$ cat config.mk
export PLATFORM = sky130hd
export DESIGN_NAME = motor_speed_command_generator
export DESIGN_NICKNAME = d
export VERILOG_FILES = /design/src/motor_pkg.sv /design/src/pwm_width_meter.sv /design/src/motor_speed_command_generator.sv
export VERILOG_INCLUDE_DIRS = /design/src
export SDC_FILE = /design/constraint.sdc
export NUM_CORES = 2
export LEC_CHECK = 0
export ABC_CLOCK_PERIOD_IN_PS = 234600
export BUFFER_PORTS_ARGS = -buffer_cell sky130_fd_sc_hd__buf_2
export CORE_ASPECT_RATIO = 0.7
export CORE_MARGIN = 1
export CORE_UTILIZATION = 63
export DETAILED_ROUTE_END_ITERATION = 8
export GPL_TIMING_DRIVEN = 1
export PLACE_DENSITY_LB_ADDON = 0.15
export SLEW_MARGIN = 20
export SYNTH_ARGS = -nofsm -noshare
export SYNTH_HDL_FRONTEND = slang
export SYNTH_HIERARCHICAL = 1
export SYNTH_SLANG_ARGS = --single-unit
$ cat constraint.sdc
create_clock -name clk_in -period 234.6 [get_ports clk_in]
set_input_delay 46.92 -clock clk_in [delete_from_list [all_inputs] [get_ports clk_in]]
set_output_delay 46.92 -clock clk_in [all_outputs]
set_load 0.1 [all_outputs]
$ cat src/motor_defines.svh
// constants of the motor speed command generator
// assumes a 20 MHz clock and a 625 kHz width count rate
//
// Functional notes
// - profile: wait 3 s, then run 1000 rpm
// - profile: 2000 rpm ten seconds later
// - profile: 3000 rpm, then stop after 10 s
// - profile: clear counter 1 s later, repeat
// - profile counter advances on 1 ms tick
// - 100% duty stops drive, 0% gives 3000 rpm
// - capture both edges, classify by level
// - low width: falling to next rising
// - on falling with both widths, new duty
// - no edge within timeout: static duty
// - timeout restarts per edge, idles after expiry
// - widths counted at divided count rate
// - input periods 1 ms to 100 ms supported
// - open-loop after init, two loop states
// - rotation starts in run and open-loop
// - closed-loop once speed reaches threshold
// - stop or error forces open-loop
// - ramp id/iq; speed ramps after id done
// - hold speed during closed-loop settling
// - closed-loop: id to zero, iq by feedback
// - pulse from carrier versus voltage compare
// - sequence state re-evaluated every ms
`ifndef MOTOR_DEFINES_SVH
`define MOTOR_DEFINES_SVH

`define CLK_HZ         20000000
`define COUNT_HZ       625000
`define COUNT_DIV      (`CLK_HZ / `COUNT_HZ)
`define TIMEOUT_MS     100
`define TIMEOUT_COUNTS (`COUNT_HZ / 1000 * `TIMEOUT_MS)
`define MS_CYCLES      (`CLK_HZ / 1000)

`define PROF_START_MS  3000
`define PROF_STEP_MS   10000
`define PROF_PAUSE_MS  1000
`define RPM_STEP1      12'h3E8
`define RPM_STEP2      12'h7D0
`define RPM_MAX        12'hBB8

`endif

$ cat src/motor_pkg.sv
// types shared by the motor speed command generator
// assumes nothing of its surroundings
package motor_pkg;

  typedef enum logic [1:0] {
    sequence_stop_state,
    sequence_run_state,
    sequence_error_state
  } seq_state_t;

  typedef enum logic {
    open_loop_state,
    closed_loop_state
  } loop_state_t;

  typedef struct packed {
    logic signed [15:0] id;
    logic signed [15:0] iq;
  } dq_cmd_t;

endpackage

$ cat src/pwm_width_meter.sv
// duty measurement of the filtered speed command input
// assumes a synchronised level and a count enable pulse
`timescale 1ns/1ps
`include "motor_defines.svh"

module pwm_width_meter #(
  parameter int TIMEOUT_COUNTS = `TIMEOUT_COUNTS
) (
  input  wire logic        clk_in,
  input  wire logic        rst_in,
  input  wire logic        count_en_in,
  input  wire logic        level_in,
  output logic      [11:0] rpm_out,
  output logic             timeout_out
);

  logic        level_q;
  logic [16:0] wcnt;
  logic [16:0] low_w;
  logic        have_low;
  logic        have_high;
  logic [16:0] tcnt;
  logic        t_run;
  logic        edge_seen;
  logic        rising;
  logic [28:0] num;
  logic [28:0] den;

  assign edge_seen = level_in != level_q;
  assign rising    = edge_seen && level_in;
  assign num       = 29'(low_w) * 29'(`RPM_MAX);
  assign den       = 29'(wcnt) + 29'(low_w);

  // ----------------------------------------
  // width capture
  // ----------------------------------------
  always_ff @(posedge clk_in) begin
    if (rst_in) begin
      level_q   <= 1'b0;
      wcnt      <= 17'h00000;
      low_w     <= 17'h00000;
      have_low  <= 1'b0;
      have_high <= 1'b0;
    end else begin
      level_q <= level_in;
      if (edge_seen) begin
        wcnt <= 17'h00000;
        if (rising) begin
          low_w    <= wcnt;
          have_low <= have_high;
        end else begin
          have_high <= 1'b1;
        end
      end else if (!t_run) begin
        have_low  <= 1'b0;
        have_high <= 1'b0;
      end else if (count_en_in && wcnt != 17'h1FFFF) begin
        wcnt <= wcnt + 17'h00001;
      end
    end
  end

  // ----------------------------------------
  // duty to speed and timeout
  // ----------------------------------------
  always_ff @(posedge clk_in) begin
    if (rst_in) begin
      tcnt        <= 17'h00000;
      t_run       <= 1'b1;
      rpm_out     <= 12'h000;
      timeout_out <= 1'b0;
    end else begin
      if (edge_seen) begin
        tcnt        <= 17'h00000;
        t_run       <= 1'b1;
        timeout_out <= 1'b0;
        if (!rising && have_low && den != 29'h0) begin
          rpm_out <= 12'(num / den);
        end
      end else if (t_run && count_en_in) begin
        if (tcnt == 17'(TIMEOUT_COUNTS - 1)) begin
          t_run       <= 1'b0;
          timeout_out <= 1'b1;
          rpm_out     <= level_in ? 12'h000 : `RPM_MAX;
        end else begin
          tcnt <= tcnt + 17'h00001;
        end
      end
    end
  end

  a_timeout_idle: assert property (@(posedge clk_in) disable iff (rst_in)
    !t_run && !edge_seen |=> !t_run && tcnt == $past(tcnt))
    else $error("timeout counter restarted without an edge");

  a_static_rpm: assert property (@(posedge clk_in) disable iff (rst_in)
    $rose(timeout_out) |-> rpm_out == (level_q ? 12'h000 : `RPM_MAX))
    else $error("static duty speed wrong");

  a_rise_keeps: assert property (@(posedge clk_in) disable iff (rst_in)
    rising |=> $stable(rpm_out))
    else $error("speed changed on a rising edge");

endmodule

$ cat src/motor_speed_command_generator.sv
// speed command, current reference mode and carrier pulses
// assumes one 20 MHz clock; speed command input is an async pin
`timescale 1ns/1ps
`include "motor_defines.svh"

module motor_speed_command_generator #(
  parameter int        MS_CYCLES      = `MS_CYCLES,
  parameter int        COUNT_DIV      = `COUNT_DIV,
  parameter int        TIMEOUT_COUNTS = `TIMEOUT_COUNTS,
  parameter logic [11:0] CLOSED_RPM   = 12'h1F4,
  parameter logic [11:0] SPEED_STEP   = 12'h002,
  parameter logic [14:0] ID_OPEN      = 15'h0400,
  parameter logic [14:0] IQ_OPEN      = 15'h0200,
  parameter logic [14:0] IQ_MAX       = 15'h1000,
  parameter logic [14:0] I_STEP       = 15'h0010,
  parameter logic [9:0]  SETTLE_MS    = 10'h064,
  parameter logic [9:0]  CARRIER_MAX  = 10'h1F4
) (
  input  wire logic              clk_in,
  input  wire logic              rst_in,
  input  wire logic              speed_command_input_in,
  input  wire logic              profile_mode_in,
  input  wire logic              reverse_in,
  input  wire logic              error_request_in,
  input  wire logic              error_clear_in,
  input  wire logic       [11:0] speed_feedback_in,
  input  wire logic [2:0] [9:0]  phase_voltage_in,
  output motor_pkg::seq_state_t  sequence_state_out,
  output motor_pkg::loop_state_t loop_state_out,
  output logic            [11:0] speed_target_out,
  output logic signed     [15:0] speed_command_out,
  output motor_pkg::dq_cmd_t     dq_command_out,
  output logic                   drive_enable_out,
  output logic            [2:0]  pulse_out
);

  logic [15:0] ms_div;
  logic        ms_tick;
  logic [7:0]  cnt_div;
  logic        count_en;
  logic        sync1;
  logic        sync2;
  logic        sync3;
  logic        cmd_level;
  logic [11:0] pwm_rpm;
  logic [15:0] prof_ms;
  logic [11:0] prof_rpm;
  logic [11:0] target;
  logic        run_req;
  logic [11:0] speed_mag;
  logic [14:0] id_mag;
  logic [14:0] iq_mag;
  logic [9:0]  settle;
  logic [9:0]  carrier;
  logic        carrier_up;
  logic        running;
  motor_pkg::seq_state_t  seq;
  motor_pkg::loop_state_t loop_st;

  // ----------------------------------------
  // timebases
  // ----------------------------------------
  always_ff @(posedge clk_in) begin
    if (rst_in) begin
      ms_div  <= 16'h0000;
      ms_tick <= 1'b0;
    end else begin
      ms_tick <= ms_div == 16'(MS_CYCLES - 1);
      ms_div  <= ms_div == 16'(MS_CYCLES - 1) ? 16'h0000 : ms_div + 16'h0001;
    end
  end

  always_ff @(posedge clk_in) begin
    if (rst_in) begin
      cnt_div  <= 8'h00;
      count_en <= 1'b0;
    end else begin
      count_en <= cnt_div == 8'(COUNT_DIV - 1);
      cnt_div  <= cnt_div == 8'(COUNT_DIV - 1) ? 8'h00 : cnt_div + 8'h01;
    end
  end

  // ----------------------------------------
  // command input synchroniser
  // ----------------------------------------
  always_ff @(posedge clk_in) begin
    if (rst_in) begin
      sync1     <= 1'b0;
      sync2     <= 1'b0;
      sync3     <= 1'b0;
      cmd_level <= 1'b0;
    end else begin
      sync1 <= speed_command_input_in;
      sync2 <= sync1;
      sync3 <= sync2;
      if (sync2 == sync3) begin
        cmd_level <= sync3;
      end
    end
  end

  pwm_width_meter #(
    .TIMEOUT_COUNTS (TIMEOUT_COUNTS)
  ) u_meter (
    .clk_in      (clk_in),
    .rst_in      (rst_in),
    .count_en_in (count_en),
    .level_in    (cmd_level),
    .rpm_out     (pwm_rpm),
    .timeout_out ()
  );

  // ----------------------------------------
  // timed speed profile
  // ----------------------------------------
  always_ff @(posedge clk_in) begin
    if (rst_in) begin
      prof_ms <= 16'h0000;
    end else if (ms_tick) begin
      if (prof_ms == 16'(`PROF_START_MS + 3 * `PROF_STEP_MS + `PROF_PAUSE_MS - 1)) begin
        prof_ms <= 16'h0000;
      end else begin
        prof_ms <= prof_ms + 16'h0001;
      end
    end
  end

  always_comb begin
    if (prof_ms < 16'(`PROF_START_MS)) begin
      prof_rpm = 12'h000;
    end else if (prof_ms < 16'(`PROF_START_MS + `PROF_STEP_MS)) begin
      prof_rpm = `RPM_STEP1;
    end else if (prof_ms < 16'(`PROF_START_MS + 2 * `PROF_STEP_MS)) begin
      prof_rpm = `RPM_STEP2;
    end else if (prof_ms < 16'(`PROF_START_MS + 3 * `PROF_STEP_MS)) begin
      prof_rpm = `RPM_MAX;
    end else begin
      prof_rpm = 12'h000;
    end
  end

  assign target  = profile_mode_in ? prof_rpm : pwm_rpm;
  assign run_req = target != 12'h000;
  assign running = seq == motor_pkg::sequence_run_state;

  always_ff @(posedge clk_in) begin
    if (rst_in) begin
      speed_target_out <= 12'h000;
      drive_enable_out <= 1'b0;
    end else begin
      speed_target_out <= target;
      drive_enable_out <= running;
    end
  end

  // ----------------------------------------
  // system sequence
  // ----------------------------------------
  always_ff @(posedge clk_in) begin
    if (rst_in) begin
      seq <= motor_pkg::sequence_stop_state;
    end else if (ms_tick) begin
      case (seq)
        motor_pkg::sequence_stop_state: begin
          if (error_request_in) begin
            seq <= motor_pkg::sequence_error_state;
          end else if (run_req) begin
            seq <= motor_pkg::sequence_run_state;
          end
        end
        motor_pkg::sequence_run_state: begin
          if (error_request_in) begin
            seq <= motor_pkg::sequence_error_state;
          end else if (!run_req) begin
            seq <= motor_pkg::sequence_stop_state;
          end
        end
        default: begin
          if (error_clear_in && !error_request_in) begin
            seq <= motor_pkg::sequence_stop_state;
          end
        end
      endcase
    end
  end

  // ----------------------------------------
  // current reference mode
  // ----------------------------------------
  always_ff @(posedge clk_in) begin
    if (rst_in) begin
      loop_st <= motor_pkg::open_loop_state;
    end else if (!running) begin
      loop_st <= motor_pkg::open_loop_state;
    end else if (loop_st == motor_pkg::open_loop_state && speed_mag >= CLOSED_RPM) begin
      loop_st <= motor_pkg::closed_loop_state;
    end
  end

  always_ff @(posedge clk_in) begin
    if (rst_in) begin
      settle <= 10'h000;
    end else if (loop_st == motor_pkg::open_loop_state) begin
      settle <= SETTLE_MS;
    end else if (ms_tick && settle != 10'h000) begin
      settle <= settle - 10'h001;
    end
  end

  // ----------------------------------------
  // speed and current ramps
  // ----------------------------------------
  always_ff @(posedge clk_in) begin
    if (rst_in) begin
      speed_mag <= 12'h000;
    end else if (!running) begin
      speed_mag <= 12'h000;
    end else if (ms_tick) begin
      if ((loop_st == motor_pkg::open_loop_state && id_mag == ID_OPEN) ||
          (loop_st == motor_pkg::closed_loop_state && settle == 10'h000)) begin
        if (speed_mag + SPEED_STEP <= target) begin
          speed_mag <= speed_mag + SPEED_STEP;
        end else if (speed_mag >= target + SPEED_STEP) begin
          speed_mag <= speed_mag - SPEED_STEP;
        end else begin
          speed_mag <= target;
        end
      end
    end
  end

  always_ff @(posedge clk_in) begin
    if (rst_in) begin
      id_mag <= 15'h0000;
    end else if (!running) begin
      id_mag <= 15'h0000;
    end else if (ms_tick) begin
      if (loop_st == motor_pkg::open_loop_state) begin
        id_mag <= (id_mag + I_STEP >= ID_OPEN) ? ID_OPEN : id_mag + I_STEP;
      end else begin
        id_mag <= (id_mag <= I_STEP) ? 15'h0000 : id_mag - I_STEP;
      end
    end
  end

  always_ff @(posedge clk_in) begin
    if (rst_in) begin
      iq_mag <= 15'h0000;
    end else if (!running) begin
      iq_mag <= 15'h0000;
    end else if (ms_tick) begin
      if (loop_st == motor_pkg::open_loop_state) begin
        iq_mag <= (iq_mag + I_STEP >= IQ_OPEN) ? IQ_OPEN : iq_mag + I_STEP;
      end else if (speed_feedback_in < speed_mag && iq_mag + I_STEP <= IQ_MAX) begin
        iq_mag <= iq_mag + I_STEP;
      end else if (speed_feedback_in > speed_mag && iq_mag >= I_STEP) begin
        iq_mag <= iq_mag - I_STEP;
      end
    end
  end

  always_ff @(posedge clk_in) begin
    if (rst_in) begin
      speed_command_out <= 16'sh0000;
      dq_command_out    <= '0;
    end else begin
      speed_command_out <= reverse_in ? -$signed({4'h0, speed_mag})
                                      : $signed({4'h0, speed_mag});
      dq_command_out.id <= reverse_in ? -$signed({1'b0, id_mag}) : $signed({1'b0, id_mag});
      dq_command_out.iq <= reverse_in ? -$signed({1'b0, iq_mag}) : $signed({1'b0, iq_mag});
    end
  end

  always_ff @(posedge clk_in) begin
    if (rst_in) begin
      sequence_state_out <= motor_pkg::sequence_stop_state;
      loop_state_out     <= motor_pkg::open_loop_state;
    end else begin
      sequence_state_out <= seq;
      loop_state_out     <= loop_st;
    end
  end

  // ----------------------------------------
  // triangular carrier and pulses
  // ----------------------------------------
  always_ff @(posedge clk_in) begin
    if (rst_in) begin
      carrier    <= 10'h000;
      carrier_up <= 1'b1;
    end else if (carrier_up) begin
      carrier    <= carrier + 10'h001;
      carrier_up <= carrier + 10'h001 != CARRIER_MAX;
    end else begin
      carrier    <= carrier - 10'h001;
      carrier_up <= carrier == 10'h001;
    end
  end

  for (genvar p = 0; p < 3; p++) begin : g_phase
    always_ff @(posedge clk_in) begin
      if (rst_in) begin
        pulse_out[p] <= 1'b0;
      end else begin
        pulse_out[p] <= running && phase_voltage_in[p] > carrier;
      end
    end
  end

  // ----------------------------------------
  // checks
  // ----------------------------------------
  a_open_on_stop: assert property (@(posedge clk_in) disable iff (rst_in)
    !running |=> loop_st == motor_pkg::open_loop_state)
    else $error("closed loop held outside run");

  a_closed_entry: assert property (@(posedge clk_in) disable iff (rst_in)
    $rose(loop_st == motor_pkg::closed_loop_state) |->
      $past(running) && $past(speed_mag) >= CLOSED_RPM)
    else $error("closed loop entered below threshold");

  a_seq_on_tick: assert property (@(posedge clk_in) disable iff (rst_in)
    !$past(ms_tick) |-> $stable(seq))
    else $error("sequence changed between ticks");

  a_profile_wrap: assert property (@(posedge clk_in) disable iff (rst_in)
    ms_tick && prof_ms == 16'(`PROF_START_MS + 3 * `PROF_STEP_MS + `PROF_PAUSE_MS - 1)
      |=> prof_ms == 16'h0000)
    else $error("profile counter did not wrap");

  a_profile_first: assert property (@(posedge clk_in) disable iff (rst_in)
    prof_ms == 16'(`PROF_START_MS) |-> prof_rpm == `RPM_STEP1)
    else $error("first profile step wrong");

  a_settle_hold: assert property (@(posedge clk_in) disable iff (rst_in)
    running && loop_st == motor_pkg::closed_loop_state && settle != 10'h000
      |=> $stable(speed_mag))
    else $error("speed moved during settling");

  a_speed_after_id: assert property (@(posedge clk_in) disable iff (rst_in)
    running && loop_st == motor_pkg::open_loop_state && id_mag != ID_OPEN
      && $past(running) |=> $stable(speed_mag))
    else $error("speed ramped before d current settled");

  a_pulse_compare: assert property (@(posedge clk_in) disable iff (rst_in)
    ##1 pulse_out[0] == ($past(running) && $past(phase_voltage_in[0]) > $past(carrier)))
    else $error("pulse does not follow carrier compare");

endmodule

Word-level counts from Yosys, hierarchy flattened
Cells that the tools add are included.
{ "word_totals": {"reg_bits": 246, "latchBits": 0, "ramBits": 0, "mem_bits_ro": 0, "inputBits": 49, "out_inout_bits": 67, "elab_cells": 180, "n_memories": 0} }
{ "op_classes": {"add_sub_neg": 19, "multipliers": 1, "n_div": 1, "n_lt_le_gt_ge": 17, "n_eq_ne": 19, "n_shift": 0, "mux": 38, "bitwise_logic": 4, "reduce_logical": 42} }
{ "op_table": {"columns": ["cell", "n"], "rows": [
  ["12-bit 2-to-1 mux", 13],
  ["15-bit 2-to-1 mux", 9],
  ["17-bit by 1-bit adder with 17-bit output (second input constant)", 2],
  ["16-bit by 1-bit adder with 16-bit output (second input constant)", 2],
  ["15-bit negation with 16-bit output", 2],
  ["15-bit by 5-bit adder with 15-bit output (second input constant)", 2],
  ["10-bit > comparator", 3],
  ["15-bit by 5-bit subtractor with 15-bit output (second input constant)", 2],
  ["29-bit by 29-bit divider with 29-bit output", 1],
  ["29-bit nonzero test", 1],
  ["17-bit by 9-bit multiplier with 26-bit output (second input constant)", 1],
  ["12-bit by 2-bit adder with 12-bit output (second input constant)", 2],
  ["10-bit by 1-bit subtractor with 10-bit output (second input constant)", 2],
  ["17-bit by 17-bit adder with 18-bit output", 1],
  ["17-bit by 16-bit equality test with 1-bit output (second input constant)", 1],
  ["17-bit != test (second input constant)", 1],
  ["16-bit by 15-bit equality test with 1-bit output (second input constant)", 1],
  ["16-bit equality test (second input constant)", 1],
  ["16-bit by 12-bit < comparator with 1-bit output (second input constant)", 1],
  ["16-bit by 14-bit < comparator with 1-bit output (second input constant)", 1],
  ["16-bit by 15-bit < comparator with 1-bit output (second input constant)", 1],
  ["16-bit < comparator (second input constant)", 1],
  ["16-bit 2-to-1 mux", 1],
  ["12-bit negation with 16-bit output", 1],
  ["other kinds (43)", 88]
]} }

Longest topological paths before layout
{ "logic_depth": {"depth_word": 10, "depth_mapped": 413, "mapped_depth_nobuf": 389} }

Hierarchy
The synthesis kept the hierarchy.
{ "by_module_without_submodules": {"columns": ["module", "instances", "cells_each", "area_per_inst_um2"], "rows": [
  ["pwm_width_meter", 1, 3993, 29079.1],
  ["motor_speed_command_generator", 1, 1230, 10057.1]
]} }

Worst setup path after synthesis
Ideal clock, no wire load.
{ "synth_timing": {"kind": "reg2reg", "startpoint": "register u_meter.low_w[9]", "endpoint": "register u_meter.rpm_out[0]", "setup_ps": 126, "t_arrival_ps": 76164, "setup_slack_ps": 158310, "path_stages_with_launch": 391, "period_less_slack_ps": 76290, "cell_sequence": "dfxtp_1 -> fa_1 -> inv_1 -> fa_1 -> inv_1 -> fa_1 -> inv_1 -> fa_1 -> inv_1 -> ha_1 -> clkbuf_1 -> and4_1 -> a221oi_2 -> a311oi_1 -> a211oi_1 -> xnor2_1 -> ha_1 -> o31ai_1 -> (+355 left out) -> nand2b_1 -> a21oi_1 -> nor2b_1 -> o21ai_0 -> nand2b_1 -> a21oi_1 -> nor2b_1 -> o21ai_0 -> nand2b_1 -> a21oi_1 -> nor2b_1 -> o21ai_0 -> nand2_1 -> a311oi_1 -> o21ai_0 -> nor2_1 -> a311o_1 -> o211ai_1"} }
{ "synth_between": {"elab_chain_cells": 5, "word_cells_on_any_way": 9, "cone_classes": "1 x add/sub; 1 x mul; 1 x div; 1 x eq/ne; 2 x mux; 3 x reduce/logical"} }
{ "synth_rtl": {"columns": ["element", "line_no", "rtl"], "rows": [
  ["start, declared", "pwm_width_meter.sv:19", "logic [16:0] low_w;"],
  ["start signal, assigned", "pwm_width_meter.sv:49", "low_w <= wcnt;"],
  ["parallel branches: the longest is 5 deep, another holds 29-bit by 29-bit divider with 29-bit output", null, null],
  ["end signal, assigned", "pwm_width_meter.sv:78", "rpm_out <= 12'(num / den);"],
  ["end signal, assigned", "pwm_width_meter.sv:84", "rpm_out <= level_in ? 12'h000 : `RPM_MAX;"],
  ["end, declared", "pwm_width_meter.sv:13", "output logic [11:0] rpm_out,"]
]} }
Several ways; the timed one is not identified. The select of a mux whose other input is x is not followed.
A chain may end at the register's enable or synchronous reset.

Final worst setup path
{ "layout_timing": {"startpoint": "register u_meter.low_w[12]", "endpoint": "register u_meter.rpm_out[0]"} }
The elaborated chain is that of the path after synthesis.

==> flow_metrics.py <==
metrics = {
    "clock_network": {
        "numCtsBuffers": 20,
        "root_buffer": "clkbuf_16",
        "cts_resized": 0,
        "clk_pin_slew_ns": 0.07,
        "ctsHtreeMaxLevel": 1,
        "cts_hold_buf": 0,
        "cts_num_sinks": 231,
        "clock_latency_ns": 0.55,
        "max-clock-path-buffers": 3,
        "cts_tree": "built",
        "cts_setup_buffers": 0,
    },
    "sta": {
        "period_needed_ns": 89.69,
        "skew_ns": 0.0134,
        "report.final.setup_viol": 0,
        "worstMarginPinSlew_ns": 1.09,
        "final.setup.tns_ns": 0,
        "final.period_utilization_pct": 38.2,
        "fmax_mhz": 11.1,
        "final_max_slew_viol_count": 0,
        "rsz0062_at_grt": "no",
        "max_slew_margin_pct": 26.6,
        "finalHoldViolations": 0,
    },
    "worst_setup_path": {
        "path_class": "reg2reg",
        "critPathSlowestCell": "nor3_1",
        "cp.depth": 362,
        "rr_endpoint": "u_meter/rpm_out[0]",
        "cp-start-kind": "register",
        "crit_fanout": 29,
        "crit_end": "u_meter/rpm_out[0]",
        "crit_start": "u_meter/low_w[12]",
        "crit_family": "compound AO/OA/AOI/OAI gates",
        "critical_path_buf_inv_count": 12,
        "r2r_cells": 362,
        "end_kind": "register",
        "r2r_start": "u_meter/low_w[12]",
        "max_stage_delay_ns": 0.84,
        "ff2ff_setup_slack_ns": 144.91,
        "required_ns": 235.03,
        "cp.arrival_ns": 90.12,
    },
    "detailed_routing": {
        "drc": 0,
        "vias_per_cell": 6.63,
        "via_count": 40109,
        "wl_per_cell_um": 20.8,
        "drtAntennaViolNets": 0,
        "dr.first_iter.drc_count": 5406,
        "dr.pass1.iters": 9,
        "postRouteWirelength_mm": 126,
    },
    "layout": {
        "area_growth_pct": 4.67,
        "nets": 5890,
        "diodes": 0,
        "drive_gt1_share_pct": 8.49,
    },
    "synth": {
        "syn_area_per_cell_um2": 7.49,
        "yosysWarnings": 6,
        "syn_area_um2": 39100,
        "syn_inst": 5220,
    },
    "floorplanning": {
        "core_um2": 61400,
        "io_pins": 116,
        "die_h_um": 210,
        "die_x_um": 300,
        "rows": 76,
        "fp.dieArea_um2": 63100,
        "start_util_pct": 63.7,
    },
    "min_path": {
        "hold_path_startpoint": "sync1",
        "hold_class": "reg2reg",
    },
    "placement": {
        "dp_hpwl_mm": 98.1,
        "routabilityCongestion": 1.09,
        "portBuffers": 113,
    },
    "global_routing": {
        "grt_pass1_wl_mm": 195,
        "grt_max_degree": 61,
        "track_usage_pct": 38.2,
        "antenna_found_initial": 0,
        "grt_overflow": 0,
        "grt_pass1_vias": 34697,
    },
    "run": {
        "maxCapViolCount": 0,
    },
    "outcome": {
        "status": "complete, no violations",
    },
}
## registers in the layout, indices dropped and copies added (netlist names), 2 cells and up
| signal | count |
|---|---|
| u_meter/rpm_out | 12 |
| u_meter/low_w | 17 |
| cnt_div | 8 |
| u_meter/tcnt | 17 |
| iq_mag | 11 |
| ms_div | 16 |
| speed_command_out | 16 |
| speed_target_out | 12 |
| u_meter/wcnt | 17 |
| seq | 2 |
| carrier | 10 |
| id_mag | 11 |
| dq_command_out | 25 |
| pulse_out | 3 |
| prof_ms | 16 |
| speed_mag | 12 |
| sequence_state_out | 2 |
| settle | 10 |
## metal layers
metal / part of all wire [%] / track usage, % / routed length [µm] / vias to the layer above
met1: 48 / 62.0 / 59900 / 18604
met2: 36 / 47.7 / 45000 / 2284
li1: - / - / - / 19092
met5: 0 / 0 / 0 / -
met3: 15 / 12.4 / 19100 / 129
met4: 1.2 / 4.59 / 1510 / 0
## layout by cell type, fill, tap and decap left out, types with 60 or more instances in the layout
cell type,n
nor2b_1,68
ha_1,548
o31ai_1,70
o21ai_0,270
nor3_1,174
buf_2,112
xor2_1,157
a21oi_1,376
inv_1,335
nand4_1,85
mux2_2,86
nand3_1,151
mux2i_1,60
xnor2_1,195
nand2b_1,69
dfxtp_1,231
fa_1,75
nor2_1,521
o21a_1,140
a21o_1,114
nand2_1,397
## cell type report
type | instances | area, µm²
clock inverter | 11 | 111
fill | 5460 | 20500
inverter | 341 | 1280
sequential | 231 | 4620
timing repair buffer | 161 | 928
multi-input combinational | 4462 | 32400
clock buffer | 23 | 522
tap | 819 | 1020
## worst min-delay path by stage
stage	to	slack (ns)	depth (start not counted)
floorplan	sync2	0.41	1
global placement	sync2	0.42	1
detailed placement	sync2	0.43	1
CTS	sync2	0.45	1
global route	sync2	0.46	1
finish	sync2	0.45	1
## stage by stage
step / instance area [µm²] / cells / util, % / worst slack [ns] / hold slack [ns]
after floorplan: 39100 / 5222 / - / 158.31 / 0.414
final: 40900 / 6048 / 66.6 / 144.91 / 0.448
after detailed placement: 40300 / 6014 / 65.6 / 147.88 / 0.431
after global placement: 40300 / 6014 / 65.6 / 150.28 / 0.422
after CTS: 40900 / 6048 / 66.6 / 147.52 / 0.449
after global routing: 40900 / 6048 / 66.6 / 138.34 / 0.460
## worst reg2reg max path, delay by kind of cell, from the launching register on
family	cells	cell delay [ns]
and+or+nand+nor	92	23.24
adders and majority gates	34	11.74
buffers and inverters	12	1.67
AOI/OAI and AO/OA	214	48.90
xor gates and xnor gates	1	0.23
DFF	1	0.50
muxes	9	3.28
Power is not shown: default switching activity piles up to over one toggle a cycle in this logic, so the estimate is an artifact.
